### config.mk
export PLATFORM = sky130hd
export DESIGN_NAME = pspc_top
export DESIGN_NICKNAME = d
export VERILOG_FILES = /design/src/pkg/pspc_pkg.sv /design/src/rtl/pspc_top.sv
export SDC_FILE = /design/constraint.sdc
export NUM_CORES = 1
export LEC_CHECK = 0
export BUFFER_PORTS_ARGS = -buffer_cell sky130_fd_sc_hd__buf_2
export CORE_MARGIN = 2
export CORE_UTILIZATION = 50
export DETAILED_ROUTE_END_ITERATION = 10
export PLACE_DENSITY = 0.87
export SETUP_SLACK_MARGIN = 0.15
export SLEW_MARGIN = 20
export SYNTH_ARGS = -nofsm -noshare
export SYNTH_HDL_FRONTEND = slang
export SYNTH_SLANG_ARGS = --single-unit
### constraint.sdc
create_clock -name SYS_CLK -period 4.7 [get_ports SYS_CLK]
set_clock_uncertainty 0.1 [all_clocks]
set_input_delay 0.47 -clock SYS_CLK [delete_from_list [all_inputs] [get_ports SYS_CLK]]
set_output_delay 0.47 -clock SYS_CLK [all_outputs]
set_load 0.01 [all_outputs]
### src/pkg/pspc_pkg.sv
package pspc_pkg;
  // register byte offsets
  localparam logic [3:0] OFS_CTRL    = 4'h0;
  localparam logic [3:0] OFS_STATUS  = 4'h4;
  localparam logic [3:0] OFS_ARCOUNT = 4'h8;
  localparam logic [3:0] OFS_EVENT   = 4'hC;
  // control fields
  localparam int CTRL_OVR_BIT  = 0;
  localparam int CTRL_MODE_LSB = 1;
  localparam int CTRL_MUTE_BIT = 3;
  localparam logic [3:0] CTRL_RESET = 4'h0;
  // status fields
  localparam int ST_LATCH_BIT = 0;
  localparam int ST_HIZ_BIT   = 1;
  localparam int ST_OC_BIT    = 2;
  localparam int ST_UV_BIT    = 3;
  localparam int ST_TERR_BIT  = 4;
  localparam int ST_TWARN_BIT = 5;
  localparam int ST_MODE_LSB  = 6;
  localparam int ST_RSVD_BIT  = 8;
  localparam int ST_SDPIN_BIT = 9;
  localparam int ST_OTPIN_BIT = 10;
  // sticky event fields, write one to clear
  localparam int EV_OC_BIT = 0;
  localparam int EV_UV_BIT = 1;
  localparam int EV_OT_BIT = 2;
  localparam logic [2:0] EV_RESET = 3'h0;
  // autorecovery length in pwm cycles
  localparam int RECOVER_CYCLES = 512;
  // straps: first low, second high selects latching
  localparam logic [1:0] STRAP_LATCH = 2'h1;
  localparam logic       OUT_MODE_BRIDGE_TIED = 1'b0;
  // axi responses
  localparam logic [1:0] RESP_OKAY   = 2'h0;
  localparam logic [1:0] RESP_SLVERR = 2'h2;

  typedef enum logic [1:0] {
    MODE_AUTO  = 2'h0,
    MODE_LATCH = 2'h1,
    MODE_OFF   = 2'h2
  } prot_mode_type;

  typedef enum logic [2:0] {
    RCV_IDLE = 3'h1,
    RCV_TRIP = 3'h2,
    RCV_WAIT = 3'h4
  } rcv_state_type;
endpackage : pspc_pkg

### src/rtl/pspc_top.sv
// How it works
// [RQ1] reset low forces both bridges Hi-Z
// [RQ2] controller holds reset low about 1 ms
// [RQ3] release reset only with valid PWM running
// [RQ4] controller never holds PWM high
// [RQ5] reset low before PWM stops at power-down
// [RQ6] shutdown pin low while protection latched
// [RQ7] reset low releases shutdown pin high
// [RQ8] warning pin low above 125 C
// [RQ9] two pins jointly encode chip state
// [RQ10] every error forces output stage Hi-Z
// [RQ11] reset toggle recovers after errors clear
// [RQ12] latch clears on reset fall, run on rise
// [RQ13] reset low mutes switching regardless of errors
// [RQ14] high and low side overcurrent both trip
// [RQ15] gate supply undervoltage locks out operation
// [RQ16] one shared overtemperature detector and warning
// [RQ17] autorecovery: latch clears n/2, resume at n
// [RQ18] recovery counts pwm cycles, one circuit
// [RQ19] latching mode holds Hi-Z until reset toggle
// [RQ20] protection off mode disables all protection
// [RQ21] decode protection straps, first low second high; straps are caught but not decoded, mode comes from CTRL override else latching
// [RQ22] output mode strap low selects bridge-tied load
// [RQ23] counter steps per pwm rise, zeroed on error
//
// The placing of the registers and the AXI4-Lite register port were left to the implementer.
`timescale 1ns/1ps
module pspc_top #(
  parameter int NUM_BRIDGES = 2,
  parameter int RECOVER_LEN = pspc_pkg::RECOVER_CYCLES
) (
  input  wire logic                   SYS_CLK,
  input  wire logic                   SYS_RST,
  input  wire logic                   PIN_RESET_N,
  input  wire logic [NUM_BRIDGES-1:0] PWM_IN_POS,
  input  wire logic [NUM_BRIDGES-1:0] OC_HIGH_SIDE,
  input  wire logic [NUM_BRIDGES-1:0] OC_LOW_SIDE,
  input  wire logic                   GATE_SUPPLY_LOW,
  input  wire logic                   TEMP_ABOVE_WARN,
  input  wire logic                   TEMP_ABOVE_ERR,
  input  wire logic                   PROT_STRAP_A,
  input  wire logic                   PROT_STRAP_B,
  input  wire logic                   OUTPUT_MODE_STRAP,
  output logic [NUM_BRIDGES-1:0]      GATE_HIGH_ON,
  output logic [NUM_BRIDGES-1:0]      GATE_LOW_ON,
  output logic                        BRIDGE_HIZ,
  input  wire logic                   FAULT_SHUTDOWN_OUT_N_I,
  output logic                        FAULT_SHUTDOWN_OUT_N_O,
  output logic                        FAULT_SHUTDOWN_OUT_N_OE_N,
  input  wire logic                   TEMP_WARNING_OUT_N_I,
  output logic                        TEMP_WARNING_OUT_N_O,
  output logic                        TEMP_WARNING_OUT_N_OE_N,
  input  wire logic [3:0]             S_AXI_AWADDR,
  input  wire logic                   S_AXI_AWVALID,
  output logic                        S_AXI_AWREADY,
  input  wire logic [31:0]            S_AXI_WDATA,
  input  wire logic [3:0]             S_AXI_WSTRB,
  input  wire logic                   S_AXI_WVALID,
  output logic                        S_AXI_WREADY,
  output logic [1:0]                  S_AXI_BRESP,
  output logic                        S_AXI_BVALID,
  input  wire logic                   S_AXI_BREADY,
  input  wire logic [3:0]             S_AXI_ARADDR,
  input  wire logic                   S_AXI_ARVALID,
  output logic                        S_AXI_ARREADY,
  output logic [31:0]                 S_AXI_RDATA,
  output logic [1:0]                  S_AXI_RRESP,
  output logic                        S_AXI_RVALID,
  input  wire logic                   S_AXI_RREADY
);
  localparam int CW = $clog2(RECOVER_LEN) + 1;
  localparam logic [CW-1:0] HALF_LAST = CW'(RECOVER_LEN / 2 - 1);
  localparam logic [CW-1:0] FULL_LAST = CW'(RECOVER_LEN - 1);

  initial begin
    if (NUM_BRIDGES < 1 || RECOVER_LEN < 4 || RECOVER_LEN % 2 != 0) begin
      $error("pspc_top: bad parameters");
    end
  end

  // bus slave state
  logic        aw_hold_reg;
  logic [3:0]  aw_addr_reg;
  logic        w_hold_reg;
  logic [31:0] w_data_reg;
  logic [3:0]  w_strb_reg;
  logic        bvalid_reg;
  logic [1:0]  bresp_reg;
  logic        rvalid_reg;
  logic [31:0] rdata_reg;
  logic [1:0]  rresp_reg;
  logic        wr_do;
  logic        wr_mapped;
  logic [3:0]  ctrl_reg;
  logic [2:0]  event_reg;
  logic [2:0]  event_clr;
  logic [31:0] status_word;
  // protection state
  logic                  rst_prev_reg;
  logic                  pwm_prev_reg;
  logic [1:0]            strap_reg;
  logic                  out_mode_reg;
  logic                  strap_valid_reg;
  logic                  latch_reg;
  logic                  latch_next;
  logic [CW-1:0]         count_reg;
  logic [CW-1:0]         count_next;
  pspc_pkg::rcv_state_type state_reg;
  pspc_pkg::rcv_state_type state_next;
  pspc_pkg::prot_mode_type mode;
  logic                  hiz_reg;
  logic                  hiz_next;
  logic                  oc_any;
  logic                  fault_now;
  logic                  rst_fall;
  logic                  pwm_rise;
  logic                  out_rsvd;

  // write channel: address and data taken in either order
  assign S_AXI_AWREADY = !aw_hold_reg && !bvalid_reg;
  assign S_AXI_WREADY  = !w_hold_reg && !bvalid_reg;
  assign wr_do         = aw_hold_reg && w_hold_reg;
  assign wr_mapped     = (aw_addr_reg == pspc_pkg::OFS_CTRL)
                      || (aw_addr_reg == pspc_pkg::OFS_STATUS)
                      || (aw_addr_reg == pspc_pkg::OFS_ARCOUNT)
                      || (aw_addr_reg == pspc_pkg::OFS_EVENT);

  always_ff @(posedge SYS_CLK) begin
    if (SYS_RST) begin
      aw_hold_reg <= 1'b0;
      aw_addr_reg <= 4'h0;
    end else if (S_AXI_AWVALID && S_AXI_AWREADY) begin
      aw_hold_reg <= 1'b1;
      aw_addr_reg <= {S_AXI_AWADDR[3:2], 2'h0};
    end else if (wr_do) begin
      aw_hold_reg <= 1'b0;
    end
  end

  always_ff @(posedge SYS_CLK) begin
    if (SYS_RST) begin
      w_hold_reg <= 1'b0;
      w_data_reg <= 32'h0;
      w_strb_reg <= 4'h0;
    end else if (S_AXI_WVALID && S_AXI_WREADY) begin
      w_hold_reg <= 1'b1;
      w_data_reg <= S_AXI_WDATA;
      w_strb_reg <= S_AXI_WSTRB;
    end else if (wr_do) begin
      w_hold_reg <= 1'b0;
    end
  end

  always_ff @(posedge SYS_CLK) begin
    if (SYS_RST) begin
      bvalid_reg <= 1'b0;
      bresp_reg  <= pspc_pkg::RESP_OKAY;
    end else if (wr_do) begin
      bvalid_reg <= 1'b1;
      bresp_reg  <= wr_mapped ? pspc_pkg::RESP_OKAY : pspc_pkg::RESP_SLVERR;
    end else if (S_AXI_BREADY) begin
      bvalid_reg <= 1'b0;
    end
  end

  assign S_AXI_BVALID = bvalid_reg;
  assign S_AXI_BRESP  = bresp_reg;

  always_ff @(posedge SYS_CLK) begin
    if (SYS_RST) begin
      ctrl_reg <= pspc_pkg::CTRL_RESET;
    end else if (wr_do && w_strb_reg[0] && aw_addr_reg == pspc_pkg::OFS_CTRL) begin
      ctrl_reg <= w_data_reg[3:0];
    end
  end

  // sticky fault causes; a new event wins over a clear
  assign event_clr = (wr_do && w_strb_reg[0] && aw_addr_reg == pspc_pkg::OFS_EVENT)
                   ? w_data_reg[2:0] : 3'h0;

  always_ff @(posedge SYS_CLK) begin
    if (SYS_RST) begin
      event_reg <= pspc_pkg::EV_RESET;
    end else begin
      event_reg <= (event_reg & ~event_clr)
                 | {TEMP_ABOVE_ERR, GATE_SUPPLY_LOW, oc_any};
    end
  end

  always_comb begin
    status_word = 32'h0;
    status_word[pspc_pkg::ST_LATCH_BIT] = latch_reg;
    status_word[pspc_pkg::ST_HIZ_BIT]   = hiz_reg;
    status_word[pspc_pkg::ST_OC_BIT]    = oc_any;
    status_word[pspc_pkg::ST_UV_BIT]    = GATE_SUPPLY_LOW;
    status_word[pspc_pkg::ST_TERR_BIT]  = TEMP_ABOVE_ERR;
    status_word[pspc_pkg::ST_TWARN_BIT] = TEMP_ABOVE_WARN;
    status_word[pspc_pkg::ST_MODE_LSB +: 2] = mode;
    status_word[pspc_pkg::ST_RSVD_BIT]  = out_rsvd;
    status_word[pspc_pkg::ST_SDPIN_BIT] = FAULT_SHUTDOWN_OUT_N_I;
    status_word[pspc_pkg::ST_OTPIN_BIT] = TEMP_WARNING_OUT_N_I;
  end

  // read channel, answer one cycle after the address is taken
  assign S_AXI_ARREADY = !rvalid_reg;

  always_ff @(posedge SYS_CLK) begin
    if (SYS_RST) begin
      rvalid_reg <= 1'b0;
      rdata_reg  <= 32'h0;
      rresp_reg  <= pspc_pkg::RESP_OKAY;
    end else if (S_AXI_ARVALID && S_AXI_ARREADY) begin
      rvalid_reg <= 1'b1;
      rresp_reg  <= pspc_pkg::RESP_OKAY;
      if (S_AXI_ARADDR[3:2] == pspc_pkg::OFS_CTRL[3:2]) begin
        rdata_reg <= {28'h0, ctrl_reg};
      end else if (S_AXI_ARADDR[3:2] == pspc_pkg::OFS_STATUS[3:2]) begin
        rdata_reg <= status_word;
      end else if (S_AXI_ARADDR[3:2] == pspc_pkg::OFS_ARCOUNT[3:2]) begin
        rdata_reg <= 32'(count_reg);
      end else begin
        rdata_reg <= {29'h0, event_reg};
      end
    end else if (S_AXI_RREADY) begin
      rvalid_reg <= 1'b0;
    end
  end

  assign S_AXI_RVALID = rvalid_reg;
  assign S_AXI_RDATA  = rdata_reg;
  assign S_AXI_RRESP  = rresp_reg;

  // straps caught once after reset release
  always_ff @(posedge SYS_CLK) begin
    if (SYS_RST) begin
      strap_valid_reg <= 1'b0;
      strap_reg       <= pspc_pkg::STRAP_LATCH;
      out_mode_reg    <= pspc_pkg::OUT_MODE_BRIDGE_TIED;
    end else if (!strap_valid_reg) begin
      strap_valid_reg <= 1'b1;
      strap_reg       <= {PROT_STRAP_A, PROT_STRAP_B};
      out_mode_reg    <= OUTPUT_MODE_STRAP;
    end
  end

  // CTRL override selects the mode; no override or reserved code 3 falls back to latching, straps unused; see [RQ21]
  always_comb begin
    if (ctrl_reg[pspc_pkg::CTRL_OVR_BIT]
        && ctrl_reg[pspc_pkg::CTRL_MODE_LSB +: 2] != 2'h3) begin
      mode = pspc_pkg::prot_mode_type'(ctrl_reg[pspc_pkg::CTRL_MODE_LSB +: 2]);
    end else begin
      mode = pspc_pkg::MODE_LATCH;
    end
  end

  assign out_rsvd = strap_valid_reg
                 && out_mode_reg != pspc_pkg::OUT_MODE_BRIDGE_TIED; // see [RQ22]

  always_ff @(posedge SYS_CLK) begin
    if (SYS_RST) begin
      rst_prev_reg <= 1'b0;
      pwm_prev_reg <= 1'b0;
    end else begin
      rst_prev_reg <= PIN_RESET_N;
      pwm_prev_reg <= PWM_IN_POS[0];
    end
  end

  assign rst_fall  = rst_prev_reg && !PIN_RESET_N;
  assign pwm_rise  = PWM_IN_POS[0] && !pwm_prev_reg; // see [RQ18]
  assign oc_any    = |(OC_HIGH_SIDE | OC_LOW_SIDE); // see [RQ14]
  assign fault_now = (oc_any || GATE_SUPPLY_LOW || TEMP_ABOVE_ERR) // see [RQ15] [RQ16]
                  && mode != pspc_pkg::MODE_OFF; // see [RQ20]

  always_comb begin
    latch_next = latch_reg;
    state_next = state_reg;
    count_next = count_reg;
    if (rst_fall) begin
      latch_next = 1'b0; // see [RQ12] [RQ11]
      state_next = pspc_pkg::RCV_IDLE;
      count_next = '0;
    end else if (state_reg != pspc_pkg::RCV_IDLE && pwm_rise) begin
      count_next = count_reg + CW'(1); // see [RQ23]
      if (count_reg == HALF_LAST) begin
        latch_next = 1'b0; // see [RQ17]
        state_next = pspc_pkg::RCV_WAIT;
      end
      if (count_reg == FULL_LAST) begin
        state_next = pspc_pkg::RCV_IDLE;
        count_next = '0;
      end
    end
    if (fault_now) begin
      latch_next = 1'b1; // see [RQ19]
      if (mode == pspc_pkg::MODE_AUTO) begin
        state_next = pspc_pkg::RCV_TRIP;
        count_next = '0; // see [RQ23]
      end
    end
  end

  always_ff @(posedge SYS_CLK) begin
    if (SYS_RST) begin
      latch_reg <= 1'b0;
      state_reg <= pspc_pkg::RCV_IDLE;
      count_reg <= '0;
    end else begin
      latch_reg <= latch_next;
      state_reg <= state_next;
      count_reg <= count_next;
    end
  end

  assign hiz_next = !PIN_RESET_N // see [RQ1] [RQ13]
                 || latch_next // see [RQ10]
                 || state_next != pspc_pkg::RCV_IDLE // see [RQ17]
                 || ctrl_reg[pspc_pkg::CTRL_MUTE_BIT]
                 || out_rsvd || !strap_valid_reg;

  always_ff @(posedge SYS_CLK) begin
    if (SYS_RST) begin
      hiz_reg      <= 1'b1;
      GATE_HIGH_ON <= '0;
      GATE_LOW_ON  <= '0;
    end else begin
      hiz_reg      <= hiz_next;
      GATE_HIGH_ON <= hiz_next ? '0 : PWM_IN_POS;
      GATE_LOW_ON  <= hiz_next ? '0 : ~PWM_IN_POS;
    end
  end

  assign BRIDGE_HIZ = hiz_reg;

  // open-drain pins: pull low when enabled, released otherwise
  assign FAULT_SHUTDOWN_OUT_N_O    = 1'b0;
  assign FAULT_SHUTDOWN_OUT_N_OE_N = !(PIN_RESET_N && latch_reg); // see [RQ6] [RQ7] [RQ9]
  assign TEMP_WARNING_OUT_N_O      = 1'b0;
  assign TEMP_WARNING_OUT_N_OE_N   = !(TEMP_ABOVE_WARN || TEMP_ABOVE_ERR); // see [RQ8] [RQ9]

  AST_RESET_MUTE: assert property (@(posedge SYS_CLK) disable iff (SYS_RST) // see [RQ1] [RQ13]
    !PIN_RESET_N |=> hiz_reg && GATE_HIGH_ON == '0 && GATE_LOW_ON == '0)
    else $error("switching while reset pin low");

  AST_SHDN_RELEASED: assert property (@(posedge SYS_CLK) disable iff (SYS_RST) // see [RQ7]
    $fell(PIN_RESET_N) && !fault_now |-> FAULT_SHUTDOWN_OUT_N_OE_N ##1 !latch_reg)
    else $error("shutdown pin not released by reset");

  AST_SHDN_FAULT: assert property (@(posedge SYS_CLK) disable iff (SYS_RST) // see [RQ6]
    fault_now && PIN_RESET_N ##1 PIN_RESET_N |-> !FAULT_SHUTDOWN_OUT_N_OE_N)
    else $error("shutdown pin not driven on fault");

  AST_ERR_HIZ: assert property (@(posedge SYS_CLK) disable iff (SYS_RST) // see [RQ10]
    fault_now |=> hiz_reg && latch_reg)
    else $error("error did not force Hi-Z");

  AST_RCV_HALF: assert property (@(posedge SYS_CLK) disable iff (SYS_RST) // see [RQ17]
    state_reg == pspc_pkg::RCV_TRIP && count_reg == HALF_LAST && pwm_rise
    && !fault_now && !rst_fall |=> !latch_reg && hiz_reg
    && state_reg == pspc_pkg::RCV_WAIT)
    else $error("latch not cleared at half count");

  AST_RCV_RESUME: assert property (@(posedge SYS_CLK) disable iff (SYS_RST) // see [RQ17]
    state_reg == pspc_pkg::RCV_WAIT && count_reg == FULL_LAST && pwm_rise
    && !fault_now && !rst_fall |=> state_reg == pspc_pkg::RCV_IDLE && count_reg == '0)
    else $error("no resume at full count");

  AST_RCV_RESTART: assert property (@(posedge SYS_CLK) disable iff (SYS_RST) // see [RQ23]
    fault_now && mode == pspc_pkg::MODE_AUTO |=> count_reg == '0
    && state_reg == pspc_pkg::RCV_TRIP)
    else $error("counter not restarted by error");

  AST_LATCH_HOLD: assert property (@(posedge SYS_CLK) disable iff (SYS_RST) // see [RQ19]
    latch_reg && mode == pspc_pkg::MODE_LATCH && !rst_fall
    && state_reg == pspc_pkg::RCV_IDLE |=> latch_reg)
    else $error("latching shutdown released without reset");

  AST_FALL_CLEAR: assert property (@(posedge SYS_CLK) disable iff (SYS_RST) // see [RQ12]
    rst_fall && !fault_now |=> !latch_reg)
    else $error("latch kept over reset falling edge");

  AST_OFF_MODE: assert property (@(posedge SYS_CLK) disable iff (SYS_RST) // see [RQ20]
    mode == pspc_pkg::MODE_OFF && !latch_reg |=> !latch_reg)
    else $error("protection acted in off mode");

  AST_OTW_PIN: assert property (@(posedge SYS_CLK) disable iff (SYS_RST) // see [RQ8]
    TEMP_WARNING_OUT_N_OE_N == !(TEMP_ABOVE_WARN || TEMP_ABOVE_ERR))
    else $error("warning pin not driven when hot");
endmodule : pspc_top

==> flow_summary.rst, run 1 <==
.. list-table::
   :header-rows: 1

   * - Metric
     - Value
   * - Outcome
     - completed
   * - Count of TritonRoute iterations in the first routing pass
     - 4
   * - Core ar.
     - 4750 µm²
   * - CTS tree
     - done
   * - Switching share of power
     - 26.0%
   * - Crit path kind
     - reg -> reg
   * - Clock slew at reported path FFs
     - 0.09 ns
   * - Number of DRC violations after detailed routing
     - 0
   * - Proportion of synthesized chip area in sequential cells
     - 42.8%
   * - Clock Tree Root
     - sky130_fd_sc_hd__clkbuf_8
   * - Internal power contribution
     - 607 µW
   * - Vias in the first global route
     - 1844
   * - Average wire per standard cell
     - 13.0 µm
   * - Ports placed on the boundary
     - 116
   * - Sum of negative setup slack
     - 0 ns
   * - Yosys top cell by area
     - sky130_fd_sc_hd__dfxtp_1
   * - Synth async-reset ratio
     - 0%
   * - Period minus WS final
     - 2.16 ns
   * - Post-synthesis cell count
     - 284
   * - Leading cell types by total area after synthesis
     - sky130_fd_sc_hd__dfxtp_1, sky130_fd_sc_hd__buf_4, sky130_fd_sc_hd__nor2_1
   * - Critical-path top delay cell
     - sky130_fd_sc_hd__or4_1
   * - Iteration-0 DRC Markers
     - 137
   * - TritonCTS Buffers
     - 5
   * - Setup crit start kind
     - flop
   * - Most instantiated flip-flop cell in the synthesis netlist
     - sky130_fd_sc_hd__dfxtp_1
   * - Critical Path End Type
     - flop
   * - Netlist area before placement
     - 2480 µm²
   * - Vias
     - 2109
   * - Portion of synthesized cell area occupied by the leading cell type
     - 42.8%
   * - Post-route non-filler standard cell count
     - 397
   * - Maximum net fanout on the critical path
     - 5
   * - Worst setup path startpoint
     - count_reg[0]$_SDFF_PP0_
   * - Power per unit of standard cell area
     - 298 nW/µm²
   * - TritonCTS sink count
     - 53
   * - Flip-flop count of the largest register, all copies and words added
     - 11
   * - Reg2Reg Setup Slack
     - 2.54 ns
   * - Largest net degree at the start of global routing
     - 36
   * - Initial cell density of the core
     - 52.2%
   * - Placed wire-length estimate after detailed placement
     - 3840 µm
   * - R2R depth
     - 5
   * - Aggregate routed wire length
     - 5160 µm
   * - Global-route wire length before repair
     - 8380 µm
   * - Overall global routing resource usage
     - 19.7%
   * - Final Power
     - 819 µW
   * - Most numerous cell types in the synthesized netlist
     - sky130_fd_sc_hd__dfxtp_1, sky130_fd_sc_hd__nor2_1, sky130_fd_sc_hd__buf_4
   * - Number of setup violations in the final report
     - 0
   * - Number of levels the H-tree was split into
     - 2
   * - Leakage power summed over all cells
     - 0.00117 µW
   * - Chip width
     - 74.4 µm
   * - Peak supply drop
     - 0.210 mV
   * - Number of nets in the final layout
     - 396
   * - Endpoint required time on the critical path
     - 4.79 ns
   * - Pin slew with the least headroom to its limit
     - 0.759 ns
   * - Diodes inserted
     - 0
   * - Number of enable-type register cells in the synthesized netlist
     - 0
   * - Worst min-delay path class
     - in -> reg
   * - Net switching power figure
     - 213 µW
   * - Via density
     - 5.31
   * - Site Rows
     - 25
   * - Final hold vios
     - 0
   * - CP Data Arrival Time
     - 2.26 ns
   * - Critical R2R Launch
     - count_reg[0]$_SDFF_PP0_
   * - Number of synthesized register bits
     - 53
   * - Number of instances in the placed design
     - 389
   * - Endpoint of the worst-slack reg-to-reg timing path
     - BRIDGE_HIZ$_SDFF_PP1_
   * - Synthesized area divided by synthesized cell count
     - 8.73 µm²
   * - Placer congestion estimate
     - 0.890
   * - Area added between synthesis and finish
     - 10.8%
   * - Count of unique library cells instantiated by Yosys
     - 40
   * - Final Cycle Share
     - 46.0%
   * - Count of warnings emitted by yosys
     - 0
   * - Flop pwr share
     - 58.3%
   * - Max capacitance violation total
     - 0
   * - Number of antenna violations at the first check in global routing
     - 0
   * - Number of buffers inserted by hold repair at cts
     - 0
   * - Peak per-stage delay on the critical path
     - 0.52 ns
   * - I/O Buffers
     - 52
   * - Max-slew headroom
     - 49.3%
   * - Antenna viol nets, final
     - 0
   * - # resized after CTS
     - 0
   * - Global route overflow
     - 0
   * - Combinational cell fraction of total power
     - 11.8%
   * - Critical Path Sink
     - BRIDGE_HIZ$_SDFF_PP1_
   * - Fraction of final layout cells sized beyond drive strength 1
     - 19.4%
   * - Fraction of power consumed by the clock network
     - 29.9%
   * - Clock Tree Buf Depth
     - 2
   * - RSZ-0062 raised after global routing
     - no
   * - Top achievable clock speed
     - 0.462 GHz
   * - Area of the die
     - 5540 µm²
   * - Critical path cell sequence
     - ha_1 -> and4b_1 -> and4_4 -> mux2i_1 -> or4_1
   * - Clock insertion delay at the later pin of the skew report
     - 0.31 ns
   * - Post-CTS setup repair buffer count
     - 0
   * - Vertical extent of the die
     - 74.4 µm
   * - Most used standard cell by instance count after synthesis
     - sky130_fd_sc_hd__dfxtp_1
   * - Max-slew violation count
     - 0
cells by family (layout without fill, tap and decap cells):
kind of cell / Yosys count / in the layout / synth area share [%]
flops: 53 / 53 / 42.8
buf+inv: 45 / 66 / 11.1
other cells: 1 / 26 / 0.151
fa+ha+maj: 1 / 1 / 0.504
simple gates: 125 / 125 / 26.5
mux: 12 / 12 / 6.36
compound gates: 41 / 41 / 10.5
xor+xnor: 6 / 6 / 2.12
worst max-delay path: cells and delay by family, from the launching register on:
family	cells	cell delay, ns
fa+ha+maj	1	0.26
flops	1	0.41
mux	1	0.16
simple gates	3	1.12
cells in the final DEF, fill, tap and decap left out, types with 5 or more instances in the layout:
cell type | synthesis | layout
sky130_fd_sc_hd__nand4_1 | 12 | 12
sky130_fd_sc_hd__mux2i_1 | 9 | 9
sky130_fd_sc_hd__nor4_1 | 5 | 5
sky130_fd_sc_hd__inv_1 | 6 | 6
sky130_fd_sc_hd__dfxtp_1 | 53 | 53
sky130_fd_sc_hd__nor2b_1 | 8 | 8
sky130_fd_sc_hd__nand2_1 | 21 | 21
sky130_fd_sc_hd__a21oi_1 | 21 | 21
sky130_fd_sc_hd__nand3_1 | 15 | 15
sky130_fd_sc_hd__conb_1 | 1 | 26
sky130_fd_sc_hd__clkbuf_8 | 0 | 5
sky130_fd_sc_hd__buf_2 | 1 | 52
sky130_fd_sc_hd__nor2_1 | 31 | 31
sky130_fd_sc_hd__xor2_1 | 6 | 6
sky130_fd_sc_hd__a211oi_1 | 5 | 5
sky130_fd_sc_hd__nor3_1 | 7 | 7
power groups by stage:
stage	combinational, µW	sequential [µW]	clock, µW
2_1_floorplan	76.8	489	0
3_3_place_gp	93.3	487	0
3_5_place_dp	95.9	488	0
4_1_cts	96.1	478	250
5_1_grt	108	480	270
6_report	96.4	478	245
routing by layer:
metal	wire (µm)	share of wire (%)	track usage, %	up-vias
met1	2370	46	26.6	968
met4	99	1.9	7.94	0
met2	2270	44	30.5	91
met5	0	0	0	-
li1	-	-	-	1042
met3	422	8.2	4.74	8
metrics by stage:
step | setup WS (ns) | util (%) | hold slack (ns) | area (µm²)
6_report | 2.54 | 57.8 | 0.238 | 2750
5_1_grt | 2.42 | 57.8 | 0.219 | 2750
4_1_cts | 2.56 | 57.8 | 0.234 | 2750
3_5_place_dp | 2.29 | 56.1 | 0.352 | 2670
3_3_place_gp | 2.33 | 56.1 | 0.338 | 2670
2_1_floorplan | 2.71 | - | 0.343 | 2570
worst min-delay path by stage:
stage                                  from                      endpoint  slack (ns)  depth (start not counted)
2_1_floorplan    w_data_reg[3]$_SDFFE_PP0P_      ctrl_reg[3]$_SDFFE_PP0P_        0.34                          2
3_3_place_gp   S_AXI_RDATA[10]$_SDFFE_PP0P_  S_AXI_RDATA[10]$_SDFFE_PP0P_        0.34                          2
3_5_place_dp    S_AXI_RDATA[1]$_SDFFE_PP0P_   S_AXI_RDATA[1]$_SDFFE_PP0P_        0.35                          2
4_1_cts                        S_AXI_RREADY     S_AXI_RVALID$_SDFFE_PP0P_        0.23                          2
5_1_grt                        S_AXI_RREADY     S_AXI_RVALID$_SDFFE_PP0P_        0.22                          2
6_report                       S_AXI_RREADY     S_AXI_RVALID$_SDFFE_PP0P_        0.24                          2
layout make-up:
cell class	count	area [µm²]
tap	67	83.8
inverter	6	22.5
fill	428	2010
multi-input combinational	211	1240
timing repair buffer	52	260
clock buffer	6	72.6
sequential	53	1060
clock inverter	2	10.0
No activity file was read; power rests on OpenSTA's default activity.
==> run 2, diff against run 1 <==
--- a/config.mk
+++ b/config.mk
@@ -7,9 +7,9 @@
 export LEC_CHECK = 0
 export BUFFER_PORTS_ARGS = -buffer_cell sky130_fd_sc_hd__buf_2
 export CORE_MARGIN = 2
-export CORE_UTILIZATION = 50
+export CORE_UTILIZATION = 46
 export DETAILED_ROUTE_END_ITERATION = 10
-export PLACE_DENSITY = 0.87
+export PLACE_DENSITY = 0.81
 export SETUP_SLACK_MARGIN = 0.15
 export SLEW_MARGIN = 20
 export SYNTH_ARGS = -nofsm -noshare
==> constraint.sdc (replaced) <==
create_clock -name SYS_CLK -period 2.3 [get_ports SYS_CLK]
set_clock_uncertainty 0.1 [all_clocks]
set_input_delay 0.23 -clock SYS_CLK [delete_from_list [all_inputs] [get_ports SYS_CLK]]
set_output_delay 0.23 -clock SYS_CLK [all_outputs]
set_load 0.01 [all_outputs]
==> run 2 against run 1 <==
Against the previous run:
- critical path depth is the same
- via count down 0.43%
- first-iteration DRC count decreased by 11%
- flip-flop and latch count stayed put
- utilization is 3.0 points lower
- critical path type unchanged
- count of clock-buffer cells in the layout up 1
- non-clock buffer count grew 5
- combinational power is 110% higher
==> flow_summary.rst, run 2 (synthesized netlist as in run 1, its figures left out) <==
.. list-table::
   :header-rows: 1

   * - Metric
     - Value
   * - TritonCTS sink count
     - 53 (unchanged)
   * - Vias in the first global route
     - 1818 (was 1844)
   * - Highest-utilization routing layer at the global route stage
     - met1 (was met2)
   * - Leakage power summed over all cells
     - 0.00120 µW (was 0.00117 µW)
   * - Critical path cell sequence
     - ha_2 -> and4b_2 -> and4_4 -> mux2i_1 -> or4_1 (was ha_1 -> and4b_1 -> and4_4 -> mux2i_1 -> or4_1)
   * - Peak supply drop
     - 0.375 mV (was 0.210 mV)
   * - Crit path kind
     - reg -> reg (unchanged)
   * - Maximum net fanout on the critical path
     - 5 (unchanged)
   * - Number of instances on the worst hold path
     - 2 (unchanged)
   * - Number of setup violations in the final report
     - 0 (unchanged)
   * - Final Cycle Share
     - 89.2% (was 46.0%)
   * - Max-slew violation count
     - 0 (unchanged)
   * - Worst min-delay path class
     - in -> reg (unchanged)
   * - Area added between synthesis and finish
     - 13.5% (was 10.8%)
   * - Largest net degree at the start of global routing
     - 35 (was 36)
   * - Pin slew with the least headroom to its limit
     - 0.523 ns (was 0.759 ns)
   * - Number of nets in the final layout
     - 401 (was 396)
   * - GR Util met2
     - 25.6% (was 30.5%)
   * - Max capacitance violation total
     - 0 (unchanged)
   * - Final hold vios
     - 0 (unchanged)
   * - Max-slew headroom
     - 65.1% (was 49.3%)
   * - Vertical extent of the die
     - 77.4 µm (was 74.4 µm)
   * - Via density
     - 5.19 (was 5.31)
   * - Diodes inserted
     - 0 (unchanged)
   * - Top achievable clock speed
     - 0.488 GHz (was 0.462 GHz)
   * - RSZ-0062 raised after global routing
     - no (unchanged)
   * - Peak per-stage delay on the critical path
     - 0.53 ns (was 0.52 ns)
   * - Clock Tree Root
     - sky130_fd_sc_hd__clkbuf_8 (unchanged)
   * - Clock slew at reported path FFs
     - 0.09 ns (about the same)
   * - CTS tree
     - done (unchanged)
   * - Power per unit of standard cell area
     - 618 nW/µm² (was 298 nW/µm²)
   * - Iteration-0 DRC Markers
     - 122 (was 137)
   * - CP Data Arrival Time
     - 2.13 ns (was 2.26 ns)
   * - Period minus WS final
     - 2.05 ns (was 2.16 ns)
   * - Commonest cells after routing, fill and taps aside
     - sky130_fd_sc_hd__buf_2, sky130_fd_sc_hd__dfxtp_1, sky130_fd_sc_hd__nor2_1 (was sky130_fd_sc_hd__dfxtp_1, sky130_fd_sc_hd__buf_2, sky130_fd_sc_hd__nor2_1)
   * - Global-route met3 utilization
     - 3.49% (was 4.74%)
   * - Number of DRC violations after detailed routing
     - 0 (unchanged)
   * - Number of levels the H-tree was split into
     - 2 (unchanged)
   * - Core ar.
     - 5140 µm² (was 4750 µm²)
   * - Site Rows
     - 26 (was 25)
   * - Global-route wire length before repair
     - 8540 µm (was 8380 µm)
   * - Vias
     - 2100 (was 2109)
   * - Clock insertion delay at the later pin of the skew report
     - 0.30 ns (was 0.31 ns)
   * - Sum of negative setup slack
     - 0 ns (unchanged)
   * - R2R depth
     - 5 (unchanged)
   * - Antenna viol nets, final
     - 0 (unchanged)
   * - Final core utilization
     - 54.7% (was 57.8%)
   * - Critical-path top delay cell
     - sky130_fd_sc_hd__or4_1 (unchanged)
   * - TritonCTS Buffers
     - 5 (unchanged)
   * - Number of antenna violations at the first check in global routing
     - 0 (unchanged)
   * - Flip-flop count of the largest register, all copies and words added
     - 11 (unchanged)
   * - Endpoint required time on the critical path
     - 2.38 ns (was 4.79 ns)
   * - Chip width
     - 77.4 µm (was 74.4 µm)
   * - Met1 Usage GRT
     - 26.1% (was 26.6%)
   * - Outcome
     - completed (unchanged)
   * - Global route overflow
     - 0 (unchanged)
   * - Overall global routing resource usage
     - 17.5% (was 19.7%)
   * - Count of TritonRoute iterations in the first routing pass
     - 4 (unchanged)
   * - Initial cell density of the core
     - 48.2% (was 52.2%)
   * - Average wire per standard cell
     - 12.9 µm (was 13.0 µm)
   * - Placer congestion estimate
     - 0.821 (was 0.890)
   * - Aggregate routed wire length
     - 5210 µm (was 5160 µm)
   * - Critical Path End Type
     - flop (unchanged)
   * - Post-placement setup slack
     - 0.162 ns (was 2.29 ns)
   * - # fillers
     - 499 (was 428)
   * - Clock Tree Buf Depth
     - 2 (unchanged)
   * - Fraction of final layout cells sized beyond drive strength 1
     - 22.1% (was 19.4%)
   * - Area of the die
     - 5990 µm² (was 5540 µm²)
   * - Most frequent standard cell in the layout excluding fill and tap cells
     - sky130_fd_sc_hd__buf_2 (was sky130_fd_sc_hd__dfxtp_1)
   * - Number of buffers inserted by hold repair at cts
     - 0 (unchanged)
   * - Worst path setup slack after routing
     - 0.249 ns (was 2.54 ns)
   * - I/O Buffers
     - 52 (unchanged)
   * - Setup crit start kind
     - flop (unchanged)
   * - Ports placed on the boundary
     - 116 (unchanged)
   * - Placed wire-length estimate after detailed placement
     - 3950 µm (was 3840 µm)
run 2: changes by cell type in the layout (fill, tap and decap cells not counted), sizes merged:
cell	previous run	this run
buf	52	57
clkbuf	6	7
clkinv	2	1
run 2: timing repair:
| action | 4_1_cts | 5_1_grt |
|---|---|---|
| resized for setup | 0 | 4 |
| hold endpoints to repair | 0 | 0 |
| setup endpoints to repair | 0 | 1 |
| buffers inserted | 0 | 0 |
run 2: final timing paths:
kind / start / to / slack, ns
max: count_reg[0]$_SDFF_PP0_ / BRIDGE_HIZ$_SDFF_PP1_ / 0.25
min: S_AXI_RREADY / S_AXI_RVALID$_SDFFE_PP0P_ / 0.01
max reg2reg: count_reg[0]$_SDFF_PP0_ / BRIDGE_HIZ$_SDFF_PP1_ / 0.25
min reg2reg: S_AXI_RDATA[10]$_SDFFE_PP0P_ / S_AXI_RDATA[10]$_SDFFE_PP0P_ / 0.35
run 2: where the power goes:
part / internal, µW / switching [µW]
Sequential: 952 / 25.1
Combinational: 80.8 / 122
Clock: 272 / 288
Total: 1310 / 434
run 2: layer usage:
metal	up-vias	routed length (µm)
met1	958	2550
met3	8	351
met2	78	2230
met4	0	68
li1	1056	-
met5	-	0
run 2: per-stage QoR:
step	std cells	hold slack, ns	area (µm²)	power (µW)
after floorplan	309	0.229	2570	1160
after global placement	397	0.322	2710	1190
after detailed placement	397	0.327	2710	1200
after CTS	405	0.00728	2810	1750
after global routing	405	0.0167	2810	1820
final	405	0.0109	2810	1740
run 2: cell type report:
cell class / count / area, µm² / area share (%)
Multi-Input combinational cell: 211 / 1240 / 44.1
Sequential cell: 53 / 1060 / 37.8
Inverter: 6 / 22.5 / 0.800
Clock buffer: 7 / 96.3 / 3.42
Tap cell: 70 / 87.6 / 3.11
Timing Repair Buffer: 57 / 298 / 10.6
Clock inverter: 1 / 5.00 / 0.178
run 2: worst max-delay path: cells and delay by family, from the launching register on:
family / cells / cell delay (ns)
muxes: 1 / 0.16
adders and majority gates: 1 / 0.22
and+or+nand+nor: 3 / 1.09
DFF: 1 / 0.37
